$ cat config.mk
export PLATFORM = sky130hd
export DESIGN_NAME = fpec_flash_ctrl
export DESIGN_NICKNAME = d
export VERILOG_FILES = /design/src/fpec_gated_bit.v /design/src/fpec_flash_ctrl.v
export VERILOG_INCLUDE_DIRS = /design/src /design/src/src
export SDC_FILE = /design/constraint.sdc
export NUM_CORES = 1
export LEC_CHECK = 0
export ABC_AREA = 1
export BUFFER_PORTS_ARGS = -buffer_cell sky130_fd_sc_hd__buf_2
export CAP_MARGIN = 10
export CORE_AREA = 3 3 69 71
export CTS_BUF_LIST = sky130_fd_sc_hd__clkbuf_16
export DETAILED_ROUTE_END_ITERATION = 10
export DIE_AREA = 0 0 72 74
export PLACE_DENSITY = 0.76
export REMOVE_ABC_BUFFERS = 1
export SLEW_MARGIN = 20
export SYNTH_ARGS = -nofsm -noshare
export SYNTH_HDL_FRONTEND = slang
export SYNTH_SLANG_ARGS = --single-unit
export TNS_END_PERCENT = 10
$ cat constraint.sdc
create_clock -name clk -period 3.3 [get_ports clk]
set_input_delay 0.33 -clock clk [delete_from_list [all_inputs] [get_ports clk]]
set_output_delay 0.33 -clock clk [all_outputs]
set_load 0.005 [all_outputs]
$ cat src/fpec_defs.vh
// register offsets, field positions and reset values for the flash program/erase control
`ifndef FPEC_DEFS_VH
`define FPEC_DEFS_VH
`define FPEC_OFF_MODE1 12'h000
`define FPEC_OFF_ERR2 12'h004
`define FPEC_OFF_STATUS 12'h008
`define FPEC_OFF_EMUL 12'h00C
`define FPEC_BIT_HWGATE 7
`define FPEC_BIT_SWGATE 6
`define FPEC_BIT_ERASE_SETUP 5
`define FPEC_BIT_PROGRAM_SETUP 4
`define FPEC_BIT_EVER 3
`define FPEC_BIT_PVER 2
`define FPEC_BIT_EGO 1
`define FPEC_BIT_PGO 0
`define FPEC_BIT_FLAG 7
`define FPEC_BIT_RAMSEL 0
`define FPEC_RESET_BYTE 8'h00
`define FPEC_HWGATE_BYTE 8'h80
`define FPEC_RANGE_LO 17'h00000
`define FPEC_RANGE_HI 17'h1FFFF
`endif

$ cat src/fpec_gated_bit.v
// one control bit that accepts writes only while its gate is open
`timescale 1ns/10ps
module fpec_gated_bit (
   clk,
   clr,
   wrEn,
   gate,
   forceClr,
   din,
   q
);
   input wire clk;
   input wire clr;
   input wire wrEn;
   input wire gate;
   input wire forceClr;
   input wire din;
   output reg q;

   reg q_next;

   always @* begin
      q_next = q;
      if (wrEn && gate) begin
         q_next = din;
      end
      if (forceClr) begin
         q_next = 1'b0;
      end
   end

   always @(posedge clk) begin
      if (clr) begin
         q <= 1'b0;
      end else begin
         q <= q_next;
      end
   end
endmodule // fpec_gated_bit

$ cat src/fpec_flash_ctrl.v
// flash program/erase mode control and error protection, apb slave
//
// Summary of operation
// - hardware gate bit mirrors write gate pin
// - mode register cleared by reset, standbys
// - flash disabled: mode register reads zero
// - software gate writable only with hardware gate
// - setup/verify bits need both gates set
// - erase-go needs gates and erase setup
// - program-go needs gates and program setup
// - error register resets and reads zero disabled
// - error register low bits plain storage
// - error flag blocks program and erase
// - error flag cleared by pin, watchdog, hardware standby
// - flash read during operation sets flag
// - most exceptions during operation set flag
// - sleep or bus release during operation sets flag
// - ram emulation protects all blocks
`timescale 1ns/10ps
`include "fpec_defs.vh"
module fpec_flash_ctrl (
   clk,
   rst,
   psel,
   penable,
   pwrite,
   paddr,
   pwdata,
   pstrb,
   prdata,
   pready,
   pslverr,
   hwGatePin,
   flashEnabled,
   hwStandby,
   swStandby,
   externalClearPin,
   watchdogReset,
   flashReadStrobe,
   ramOverlapRead,
   exceptionStart,
   exceptionExempt,
   sleepExec,
   busRelease,
   programMode,
   eraseMode,
   programSetup,
   eraseSetup,
   programVerify,
   eraseVerify,
   errorProtect,
   programEraseAllowed
);
   input wire clk;
   input wire rst;
   input wire psel;
   input wire penable;
   input wire pwrite;
   input wire [11:0] paddr;
   input wire [31:0] pwdata;
   input wire [3:0] pstrb;
   output reg [31:0] prdata;
   output reg pready;
   output reg pslverr;
   input wire hwGatePin;
   input wire flashEnabled;
   input wire hwStandby;
   input wire swStandby;
   input wire externalClearPin;
   input wire watchdogReset;
   input wire flashReadStrobe;
   input wire ramOverlapRead;
   input wire exceptionStart;
   input wire exceptionExempt;
   input wire sleepExec;
   input wire busRelease;
   output reg programMode;
   output reg eraseMode;
   output reg programSetup;
   output reg eraseSetup;
   output reg programVerify;
   output reg eraseVerify;
   output reg errorProtect;
   output reg programEraseAllowed;

   // ****************************************
   // bus decode
   // ****************************************
   wire setupPhase;
   wire wrAccess;
   wire rdAccess;
   wire lane0;
   wire hitMode;
   wire hitErr;
   wire hitStatus;
   wire hitEmul;
   wire hitAny;
   wire modeWr;
   assign setupPhase = psel && !penable;
   assign wrAccess = psel && penable && pready && pwrite;
   assign rdAccess = setupPhase && !pwrite;
   assign lane0 = pstrb[0];
   assign hitMode = (paddr == `FPEC_OFF_MODE1);
   assign hitErr = (paddr == `FPEC_OFF_ERR2);
   assign hitStatus = (paddr == `FPEC_OFF_STATUS);
   assign hitEmul = (paddr == `FPEC_OFF_EMUL);
   assign hitAny = hitMode || hitErr || hitStatus || hitEmul;
   assign modeWr = wrAccess && hitMode && lane0 && flashEnabled;

   // ****************************************
   // control state
   // ****************************************
   reg hwGate_reg;
   reg [6:0] errSpare_reg;
   reg flag_reg;
   reg ramSel_reg;
   reg flag_next;
   wire modeClr;
   wire flagClr;
   wire busy;
   wire swGate;
   wire eraseSetupBit;
   wire programSetupBit;
   wire ever;
   wire pver;
   wire ego;
   wire pgo;
   wire [7:0] modeByte;
   wire [7:0] errByte;

   assign modeClr = rst || hwStandby || swStandby;
   assign flagClr = externalClearPin || watchdogReset || hwStandby;
   assign busy = ego || pgo;

   // the gate pin is a synchronous input, caught every cycle
   always @(posedge clk) begin
      hwGate_reg <= hwGatePin;
   end

   fpec_gated_bit uSwGate (
      .clk(clk),
      .clr(modeClr),
      .wrEn(modeWr),
      .gate(hwGate_reg),
      .forceClr(!hwGate_reg),
      .din(pwdata[`FPEC_BIT_SWGATE]),
      .q(swGate)
   );

   fpec_gated_bit uEraseSetup (
      .clk(clk),
      .clr(modeClr),
      .wrEn(modeWr),
      .gate(hwGate_reg && swGate),
      .forceClr(!hwGate_reg),
      .din(pwdata[`FPEC_BIT_ERASE_SETUP]),
      .q(eraseSetupBit)
   );

   fpec_gated_bit uProgramSetup (
      .clk(clk),
      .clr(modeClr),
      .wrEn(modeWr),
      .gate(hwGate_reg && swGate),
      .forceClr(!hwGate_reg),
      .din(pwdata[`FPEC_BIT_PROGRAM_SETUP]),
      .q(programSetupBit)
   );

   fpec_gated_bit uEver (
      .clk(clk),
      .clr(modeClr),
      .wrEn(modeWr),
      .gate(hwGate_reg && swGate),
      .forceClr(!hwGate_reg),
      .din(pwdata[`FPEC_BIT_EVER]),
      .q(ever)
   );

   fpec_gated_bit uPver (
      .clk(clk),
      .clr(modeClr),
      .wrEn(modeWr),
      .gate(hwGate_reg && swGate),
      .forceClr(!hwGate_reg),
      .din(pwdata[`FPEC_BIT_PVER]),
      .q(pver)
   );

   // go bits: held clear under error protection or ram emulation
   fpec_gated_bit uEgo (
      .clk(clk),
      .clr(modeClr),
      .wrEn(modeWr),
      .gate(hwGate_reg && swGate && eraseSetupBit),
      .forceClr(!hwGate_reg || flag_reg || ramSel_reg),
      .din(pwdata[`FPEC_BIT_EGO]),
      .q(ego)
   );

   fpec_gated_bit uPgo (
      .clk(clk),
      .clr(modeClr),
      .wrEn(modeWr),
      .gate(hwGate_reg && swGate && programSetupBit),
      .forceClr(!hwGate_reg || flag_reg || ramSel_reg),
      .din(pwdata[`FPEC_BIT_PGO]),
      .q(pgo)
   );

   assign modeByte = {hwGate_reg, swGate, eraseSetupBit, programSetupBit, ever, pver, ego, pgo};
   assign errByte = {flag_reg, errSpare_reg};

   // ****************************************
   // error flag
   // ****************************************
   always @* begin
      flag_next = flag_reg;
      if (flagClr) begin
         flag_next = 1'b0;
      end
      if (busy && flashReadStrobe && !ramOverlapRead) begin
         flag_next = 1'b1;
      end
      if (busy && exceptionStart && !exceptionExempt) begin
         flag_next = 1'b1;
      end
      if (busy && (sleepExec || swStandby || busRelease)) begin
         flag_next = 1'b1;
      end
   end

   always @(posedge clk) begin
      if (rst) begin
         flag_reg <= 1'b0;
      end else begin
         flag_reg <= flag_next;
      end
   end

   // spare storage bits, cleared on reset and standby
   always @(posedge clk) begin
      if (modeClr) begin
         errSpare_reg <= 7'h00;
      end else if (wrAccess && hitErr && lane0 && flashEnabled) begin
         errSpare_reg <= pwdata[6:0];
      end
   end

   always @(posedge clk) begin
      if (rst || hwStandby) begin
         ramSel_reg <= 1'b0;
      end else if (wrAccess && hitEmul && lane0) begin
         ramSel_reg <= pwdata[`FPEC_BIT_RAMSEL];
      end
   end

   // ****************************************
   // apb response
   // ****************************************
   always @(posedge clk) begin
      if (rst) begin
         pready <= 1'b0;
         pslverr <= 1'b0;
         prdata <= 32'h00000000;
      end else begin
         pready <= setupPhase;
         pslverr <= setupPhase && !hitAny;
         if (rdAccess) begin
            if (hitMode) begin
               prdata <= flashEnabled ? {24'h000000, modeByte} : 32'h00000000;
            end else if (hitErr) begin
               prdata <= flashEnabled ? {24'h000000, errByte} : 32'h00000000;
            end else if (hitStatus) begin
               prdata <= {24'h000000, 6'h00, busy, flag_reg};
            end else if (hitEmul) begin
               prdata <= {31'h00000000, ramSel_reg};
            end else begin
               prdata <= 32'h00000000;
            end
         end
      end
   end

   // ****************************************
   // flash-side outputs
   // ****************************************
   always @(posedge clk) begin
      if (rst) begin
         programMode <= 1'b0;
         eraseMode <= 1'b0;
         programSetup <= 1'b0;
         eraseSetup <= 1'b0;
         programVerify <= 1'b0;
         eraseVerify <= 1'b0;
         errorProtect <= 1'b0;
         programEraseAllowed <= 1'b0;
      end else begin
         programMode <= pgo && !flag_next;
         eraseMode <= ego && !flag_next;
         programSetup <= programSetupBit;
         eraseSetup <= eraseSetupBit;
         programVerify <= pver;
         eraseVerify <= ever;
         errorProtect <= flag_next;
         programEraseAllowed <= hwGate_reg && swGate && !flag_next && !ramSel_reg;
      end
   end
endmodule // fpec_flash_ctrl

==> metrics, run 1 <==
CP required=3.47 ns; crit share post-route=0.421; DR WL met3=between 300 and 400 um; drt first pass iters=4; CTS tree=yes; status=finished, final reports clean; Synth top cells by count=47 x nor2_1, 43 x nand2_1, 34 x dfxtp_1; multi-input logic area=just over 800 um2; gpl congestion=0.826; CTS resizes=0; Post-DP HPWL=approximately 3 mm; Highest Clock Rate=approximately 0.7 GHz; Overall Power=0.000983 W; Place WS=1.65 ns; initial antenna violation count=0; max FFs per register=8; DIE WIDTH=72 um; CTS root buf=clkbuf_16; final setup TNS=0 ns; number of flops mapped to enable cells by yosys=0; layout cells sized above 1=0.226; worst-margin pin slew=0.642 ns; most frequent CP cell=nor2_1; Max-slew headroom=0.570; max-slew violations=0; die area=5330 um2; Final Hold Vio Count=0; CP max stage cell=dfxtp_1; number of H-tree levels=2; critical path class=reg -> reg; Routed wire per std cell=10.4 um; DRT Wirelength=about 3.7 mm; Syn. warnings=0; DRT iter0 DRCs=between 60 and 70; Final Util=0.491; Initial Util=0.403; DR DRC count=0; Layout Skew=0.000634 ns; top-count cell post-synth=nor2_1; Seq/Total Area, Yosys=0.393; CTS buffer count=5; Lkg Pwr=roughly 1.0 nW; post-synthesis cell area=~1700 um2; CP delay by family, top=simple AND/OR/NAND/NOR gates; Synth top area share=0.393; vias in the first global route=1423; nets=370; fillers=455; clk slew on worst S/H paths=roughly 0.05 ns; asr flop ratio synth=0; number of diodes=0; vias per inst=around 4.4; final setup fails=0; Post-synth top flop=dfxtp_1; CTS Sinks=34; area leader, netlist=dfxtp_1; total number of vias=roughly 1600; Hold-fix buffers, CTS=0; crit path cell chain=inv_1 > nor2_1 > nand4_1 > nor2_2 > nand2_1 > nor2_1 > nor2_1; met2 WL post-DR=1.87 mm; GRT Residual Overflow=0; Register Area=a little under 700 um2; final worst slack=roughly 1.9 ns; Synth Register Bits=34; max cap viols=0; post-layout min period=~1.4 ns; CP Max Fanout=4; IO buf count=54; CP Launch Type=flop; # rows=24; ranking of synthesized cells by area=dfxtp_1 39%, buf_4 10%, nor2_1 10%, nand2_1 9.3%, inv_1 6.1%; Clock Path Buffers=2; largest net degree at the start of global routing=19; crit path capture type=flop; Worst-Skew Late Latency=approximately 0.28 ns; RSZ-0062 raised after global routing=false; largest stage delay on the critical path=0.32 ns; Metal-1 WL=1.52 mm; DRT antenna net count=0; Syn Area/Cell=between 6 and 7 um2; Synth Instances=250; setup bufs post-CTS=0; first-pass GRT wire length=between 6 and 7 mm; Critical Path AT=1.56 ns; Yosys cell types=24; worst vdd ir=about 0.20 mV; Cell Pwr Density=about 470 nW/um2; gr usage total=0.149; worst hold path class=in -> reg; top layer in use=met4; I/O pin count=roughly 110; WP buf/inv=1; core footprint=4290 um2; synthesis-to-finish area growth=21.8%; Chip Height=approximately 74 um
-- placed cells by master (no fill, tap or decap), drive strengths merged --
cell	instances
nand3b	2
clkbuf	5
o22ai	1
conb	24
buf	54
nor3	10
a21oi	9
dfxtp	34
clkinv	1
o21ai	21
a21boi	1
nand3	14
bufinv	1
nand4	3
or3	1
inv	28
nand2	46
nor2	50
-- routing by layer --
metal  track usage  vias to the layer above
met1         0.172                      665
met5             0                        -
met2         0.258                       61
li1              -                      850
met4        0.0626                        0
met3        0.0459                        3
-- report_power, final --
part | internal (W) | total (W) | switching, W
logic | 0.0000237 | 0.0000598 | 0.0000361
registers | 0.000414 | 0.000416 | 0.00000152
clock network | 0.000348 | 0.000508 | 0.000159
-- final cells by class --
cell class | count | share of cell area
repair buffers | 54 | 0.128
clock inverters | 2 | 0.0160
multi-input cells | 182 | 0.393
flip-flops and latches | 34 | 0.323
well taps | 52 | 0.0308
clock buffers | 5 | 0.0593
inverters | 28 | 0.0498
-- cells by family (layout without fill, tap and decap cells) --
kind of cell	Yosys count	after routing	synth area share
and+or+nand+nor	126	126	0.332
buffers and inverters	57	89	0.178
other	1	24	0.00217
AOI/OAI and AO/OA	32	32	0.0947
DFF	34	34	0.393
-- metrics by stage --
step                area, um2  std cells  hold slack (ns)
floorplan                1620        244            0.358
global placement         1950        350            0.440
detailed placement       1950        350            0.435
CTS                      2110        357            0.147
global route             2110        357            0.146
finish                   2110        357            0.151
-- path summary, 6_finish.rpt --
path | from | end | slack (ns) | cells past startpoint
worst max-delay path | pready$_SDFF_PP0_ | uEver.q$_SDFFE_PP0P_ | 1.91 | 7
worst min-delay path | hwGatePin | hwGate_reg$_DFF_P_ | 0.15 | 1
worst max register to register | pready$_SDFF_PP0_ | uEver.q$_SDFFE_PP0P_ | 1.91 | 7
worst min register to register | uPver.q$_SDFFE_PP0P_ | programVerify$_SDFF_PP0_ | 0.45 | 2
(Power assumes the default switching activity.)
==> run 2: changes to the inputs <==
ABC_AREA = 0   (was 1)
CORE_AREA = 3 3 71 73   (was 3 3 69 71)
DIE_AREA = 0 0 74 76   (was 0 0 72 74)
PLACE_DENSITY = 0.74   (was 0.76)
clock period = 1.2 ns   (was 3.3 ns; I/O delays follow)
==> run 2 against run 1 <==
  * Sequential power rose to 2.7 times the previous value
  * Wire length up 10%
  * Via count up 1.6%
  * Largest power group unchanged
==> metrics, run 2 <==
status=finished, final reports clean; gpl congestion=0.814 (-1.5%); worst-margin pin slew=0.482 ns (-0.160 ns); number of flops mapped to enable cells by yosys=0 (unchanged); RSZ-0062 raised after global routing=true; CP max stage cell=dfxtp_2; Final Hold Vio Count=0 (unchanged); Seq/Total Area, Yosys=0.402 (+0.00901); crit path cell chain=and4_4 > and2_4 > buf_4 > nand4_1 > a21oi_1; Syn Area/Cell=8.77 um2 (+27%); CP Launch Type=flop; final worst slack=0.0433 ns (-1.87 ns); CP delay by family, top=simple AND/OR/NAND/NOR gates; Hold Path Depth=2 (+1); r2r setup slk=0.04 ns (-1.87 ns); nets=330 (-11%); GRT busiest layer=met2; DRT Wirelength=4.11 mm (+10%); Chip Height=76 um (+2.7%); vias in the first global route=1465 (+3.0%); Post-synth top flop=dfxtp_1; asr flop ratio synth=0 (unchanged); Post-DP HPWL=3.14 mm (+4.9%); # rows=24 (unchanged); fillers=422 (-7.3%); Layout Skew=0.00234 ns (+0.00171 ns); Place WS=-0.173 ns (-1.82 ns); max FFs per register=8 (unchanged); DIE WIDTH=74 um (+2.8%); total number of vias=1604 (+1.6%); DR DRC count=0 (unchanged); CTS tree=yes; M1 GR Usage=0.180 (+0.00717); Highest Clock Rate=0.865 GHz (+20%); layout cells sized above 1=0.381 (+0.155); area leader, netlist=dfxtp_1; met2 Resource Use GR=0.241 (-0.0170); Lkg Pwr=0.974 nW (-7.2%); synthesis-to-finish area growth=31.6%; Compound-Gate Fraction of Synth Area=0.123 (+0.0288); clk slew on worst S/H paths=0.05 ns (about the same); I/O pin count=107 (unchanged); final setup fails=0 (unchanged); crit path capture type=flop; number of H-tree levels=2 (unchanged); reg-to-reg endpoint=errSpare_reg[4]$_SDFFE_PP0P_; Routed wire per std cell=13.0 um (+24%); Cell Pwr Density=1130 nW/um2 (+140%); crit share post-route=0.964 (+0.543); mux cell area share after synthesis=0.0540 (+0.0540); vias per inst=5.06 (+14%); post-layout min period=1.16 ns (-0.232 ns); worst hold path class=in -> reg; Initial Util=0.384 (-0.0198); Critical Path AT=1.36 ns (-0.20 ns); ranking of synthesized cells by area=dfxtp_1 40%, buf_4 11%, o21ai_0 6.2%, nand4_1 5.5%, mux2i_1 4.7%; WP buf/inv=1 (unchanged); Synth Area in Simple Gates=0.278 (-0.0545); Clock Path Buffers=2 (unchanged); GRT Residual Overflow=0 (unchanged); CP Max Fanout=5 (+1); CP required=1.40 ns (-2.07 ns); drt first pass iters=4 (unchanged); CTS root buf=clkbuf_16; core footprint=4410 um2 (+2.8%); number of diodes=0 (unchanged); Syn. warnings=0 (unchanged); Worst-Skew Late Latency=0.27 ns (about the same); die area=5620 um2 (+5.6%); gr usage total=0.149 (-0.000488); Synth Register Bits=34 (unchanged); Synth top area share=0.402 (+0.00901); worst vdd ir=0.689 mV (+240%); Yosys cell types=38 (+58%); most frequent cells in the layout=54 x buf_2, 32 x dfxtp_1, 24 x conb_1; max-slew violations=0 (unchanged); Synth top cells by count=34 x dfxtp_1, 25 x buf_4, 21 x o21ai_0; hold path endpoint=pready$_SDFF_PP0_; HP Start=penable; CTS Sinks=34 (unchanged); post-synthesis cell area=1690 um2 (-2.2%); max cap viols=0 (unchanged); largest net degree at the start of global routing=14 (-5); GR Layer Usage met3=0.0422 (-0.00373); largest family of logic cells by synthesized area=simple AND/OR/NAND/NOR gates; r2r startpoint=pready$_SDFF_PP0_; FF-to-FF path depth=5 (-2); xor/xnor share of the synthesized area=0 (unchanged); commonest non-fill, non-tap cell in the layout=buf_2; first-pass GRT wire length=6.49 mm (+5.5%); DRT iter0 DRCs=79 (+23%); adder-cell area share of the yosys netlist=0 (unchanged); Max-slew headroom=0.674 (+0.104); hold slack=0.0516 ns (-0.0994 ns); top-count cell post-synth=dfxtp_1; Overall Power=0.00251 W (+160%); critical path class=reg -> reg; IO buf count=54 (unchanged); DRT antenna net count=0 (unchanged); largest stage delay on the critical path=0.32 ns (about the same); initial antenna violation count=0 (unchanged); final setup TNS=0 ns (unchanged); Synth Instances=193 (-23%); CTS buffer count=5 (unchanged)
[run 2: changes by cell type after synthesis, sizes merged, moves of 3 or more]
cell   delta
and4b     +3
inv      -27
nand3     -8
and4      +3
buf       +3
a21oi     +6
nor3      -8
nor2b     +6
nor2     -43
mux2i     +8
nand4    +12
nand2    -31
and2      +4
[run 2: area by class of cell]
cell class | count | area, um2 | area share
Multi-Input combinational cell | 148 | 908 | 0.408
Sequential cell | 34 | 683 | 0.307
Tap cell | 52 | 65.1 | 0.0292
Clock inverter | 2 | 7.51 | 0.00337
Inverter | 1 | 3.75 | 0.00169
Timing Repair Buffer | 75 | 434 | 0.195
Clock buffer | 5 | 125 | 0.0562
[run 2: metal layers]
metal	routed length (um)	vias up
met1	1740	731
li1	-	790
met5	0	-
met2	1960	78
met3	347	5
met4	59	0
[run 2: power by group]
| group | leakage [nW] | total (W) | internal, W | switching (W) |
|---|---|---|---|---|
| Clock | 0.0723 | 0.00117 | 0.000740 | 0.000429 |
| Sequential | 0.275 | 0.00114 | 0.00114 | 0.00000352 |
| Combinational | 0.626 | 0.000200 | 0.0000911 | 0.000109 |
[run 2: repair_timing]
| item | CTS | global route |
|---|---|---|
| gates resized for setup | 7 | 19 |
| setup buffers | 0 | 0 |
| hold buffers | 1 | 0 |
| pin swaps | 1 | 20 |
| hold endpoints to repair | 1 | 0 |
| gates cloned | 0 | 1 |
| setup endpoints to repair | 14 | 15 |
[run 2: worst max path at each step]
stage / start / end / slack, ns / cells past startpoint
after floorplan: pready$_SDFF_PP0_ / ramSel_reg$_SDFFE_PP0P_ / -0.16 / 4
after global placement: paddr[5] / errSpare_reg[1]$_SDFFE_PP0P_ / -0.10 / 6
after detailed placement: paddr[5] / prdata[7]$_SDFFE_PP0P_ / -0.17 / 6
after CTS: pready$_SDFF_PP0_ / errSpare_reg[6]$_SDFFE_PP0P_ / 0.0002 / 5
after global routing: pready$_SDFF_PP0_ / uSwGate.q$_SDFFE_PP0P_ / -0.05 / 5
final: pready$_SDFF_PP0_ / errSpare_reg[4]$_SDFFE_PP0P_ / 0.04 / 5
[run 2: cell families after synthesis]
| group | Yosys count |
|---|---|
| other | 1 |
| AND/OR/NAND/NOR | 75 |
| buffers and inverters | 34 |
| multiplexers | 9 |
| AO/OA/AOI/OAI | 40 |
| flip-flops | 34 |
[run 2: through the flow]
stage          std cells  instance area [um2]  utilization
6_report             317                 2230        0.505
3_3_place_gp         308                 2020        0.458
4_1_cts              316                 2180        0.495
5_1_grt              317                 2230        0.505
2_1_floorplan        183                 1550            -
3_5_place_dp         308                 2020        0.458
==> run 3: changes to the inputs <==
CORE_AREA = 3 3 68 70   (was 3 3 71 73)
DIE_AREA = 0 0 71 73   (was 0 0 74 76)
PLACE_DENSITY = 0.77   (was 0.74)
clock period = 1.45 ns   (was 1.2 ns; I/O delays follow)
==> run 3 against run 2 <==
  * Global-route usage is 1.0 points higher
  * Total power is 17% lower
  * Largest cell class unchanged
  * Core utilization rose by 2.2 points
  * Wire length is 1.3% lower
  * Largest power group unchanged
  * Critical path type unchanged
  * Register-to-register slack improved by 0.06 ns
  * Highest routed layer unchanged
==> metrics, run 3 (synthesis results as in run 2) <==
fillers=412 (-2.4%); status=finished, final reports clean; gr usage total=0.159 (+0.00998); largest net degree at the start of global routing=17 (+3); Lkg Pwr=0.927 nW (-4.7%); DR DRC count=0 (unchanged); gpl congestion=0.937 (+15%); Chip Height=73 um (-3.9%); most frequent cells in the layout=54 x buf_2, 34 x dfxtp_1, 24 x conb_1; Final Non-Filler Cells=308 (-2.8%); placed cell areas=1980 um2 (-2.4%); Critical Path AT=1.55 ns (+0.19 ns); Worst-Skew Late Latency=0.27 ns (about the same); # rows=23 (-4.2%); clk slew on worst S/H paths=0.05 ns (about the same); DRT iter0 DRCs=53 (-33%); CP max stage cell=dfxtp_1; Switch Pwr=0.000452 W (-16%); RSZ-0062 raised after global routing=false; post-layout min period=1.34 ns (+0.185 ns); vias per inst=5.06 (about the same); total number of vias=1560 (-2.7%); final setup fails=0 (unchanged); crit path capture type=flop; crit share post-route=0.925 (-0.0386); DRT Wirelength=4.06 mm (-1.3%); CTS Sinks=34 (unchanged); core footprint=4030 um2 (-8.7%); critical path class=reg -> reg; CP required=1.65 ns (+0.25 ns); Logic pwr share=0.076 (-0.004); vias in the first global route=1429 (-2.5%); CTS root buf=clkbuf_16; worst hold path class=in -> reg; Final Hold Vio Count=0 (unchanged); worst vdd ir=0.437 mV (-37%); Cells after DPL=300 (-2.6%); crit path cell chain=and4_2 > and2_2 > buf_4 > nand4_1 > a21oi_1; max-slew violations=0 (unchanged); setup bufs post-CTS=0 (unchanged); max FFs per register=8 (unchanged); layout cells sized above 1=0.326 (-0.0556); I/O pin count=107 (unchanged); Clock Power Share=0.470 (+0.004); Layout Skew=0.00302 ns (+0.000678 ns); CP Max Fanout=10 (+5); CTS tree=yes; GRT Residual Overflow=0 (unchanged); CP Launch Type=flop; number of H-tree levels=2 (unchanged); largest stage delay on the critical path=0.32 ns (about the same); switch share=0.217 (+0.00166); first-pass GRT wire length=6.42 mm (-1.1%); Pint=0.00163 W (-17%); commonest non-fill, non-tap cell in the layout=buf_2; drt first pass iters=4 (unchanged); CTS buffer count=5 (unchanged); synthesis-to-finish area growth=25.4%; initial antenna violation count=0 (unchanged); number of diodes=0 (unchanged); Highest Clock Rate=0.745 GHz (-14%); Routed wire per std cell=13.2 um (+1.6%); max cap viols=0 (unchanged); nets=323 (-2.1%); Max-slew headroom=0.667 (-0.00691); Initial Util=0.420 (+0.0367); design area=2120 um2 (-4.7%); DRT antenna net count=0 (unchanged); Post-DP HPWL=3.12 mm (-0.66%); Clock Path Buffers=2 (unchanged); Cell Pwr Density=980 nW/um2 (-13%); die area=5180 um2 (-7.8%); final setup TNS=0 ns (unchanged); Seq pwr share=0.453 (about the same); DIE WIDTH=71 um (-4.1%); IO buf count=54 (unchanged); worst-margin pin slew=0.498 ns (+0.0153 ns); Final Util=0.527 (+0.0225)
==> run 3: cell types whose count changed in the layout (fill, tap and decap cells not counted), moves of 4 or more <==
| cell | previous run | this run |
|---|---|---|
| o21ai_0 | 12 | 21 |
| o21ai_1 | 7 | 0 |
| buf_4 | 19 | 13 |
| a21oi_1 | 11 | 15 |
| a21oi_2 | 4 | 0 |
==> run 3: critical path, delay by kind of cell (launching register included) <==
kind,cells,cell delay (ns)
simple gates,3,0.61
flops,1,0.32
compound gates,1,0.15
buf+inv,1,0.19
==> run 3: worst paths after layout <==
| kind | startpoint | to | slack (ns) | cells past startpoint |
|---|---|---|---|---|
| worst max-delay path | pready$_SDFF_PP0_ | errSpare_reg[3]$_SDFFE_PP0P_ | 0.11 | 5 |
| worst min-delay path | penable | pready$_SDFF_PP0_ | 0.07 | 2 |
| worst max register to register | pready$_SDFF_PP0_ | errSpare_reg[3]$_SDFFE_PP0P_ | 0.11 | 5 |
| worst min register to register | prdata[7]$_SDFFE_PP0P_ | prdata[7]$_SDFFE_PP0P_ | 0.44 | 2 |
==> run 3: cell type report <==
type | instances | area [um2] | share of cell area
tap | 50 | 62.6 | 0.0295
sequential | 34 | 681 | 0.321
clock inverter | 2 | 10.0 | 0.00471
multi-input combinational | 148 | 863 | 0.407
timing repair buffer | 68 | 378 | 0.178
clock buffer | 5 | 125 | 0.0589
inverter | 1 | 3.75 | 0.00177
==> run 3: what timing repair did <==
action,4_1_cts,5_1_grt
setup endpoints to repair,0,10
hold buffers,1,0
gates resized for setup,0,2
endpoints found under the hold margin,1,0
==> run 3: metal layers <==
layer	share of wire	global-route usage	vias up	routed length, um
met1	0.41	0.190	697	1670
li1	-	-	774	-
met5	0	0	-	0
met3	0.11	0.0510	6	429
met4	0.020	0.0939	0	83
met2	0.46	0.249	83	1870
==> run 3: through the flow <==
step | worst slack [ns] | hold slack (ns) | power (W)
floorplan | 0.0934 | 0.173 | 0.00101
global placement | 0.0741 | 0.258 | 0.00111
detailed placement | 0.0357 | 0.257 | 0.00112
finish | 0.108 | 0.0732 | 0.00208
CTS | 0.0155 | 0.0576 | 0.00211
global route | 0.00186 | 0.0768 | 0.00216
==> run 3: power by group through the flow <==
stage | logic (W) | registers, W | clock network [W]
after CTS | 0.000156 | 0.000942 | 0.00101
after global placement | 0.000151 | 0.000962 | 0
after floorplan | 0.0000472 | 0.000961 | 0
after detailed placement | 0.000154 | 0.000962 | 0
final | 0.000159 | 0.000943 | 0.000979
after global routing | 0.000174 | 0.000942 | 0.00105
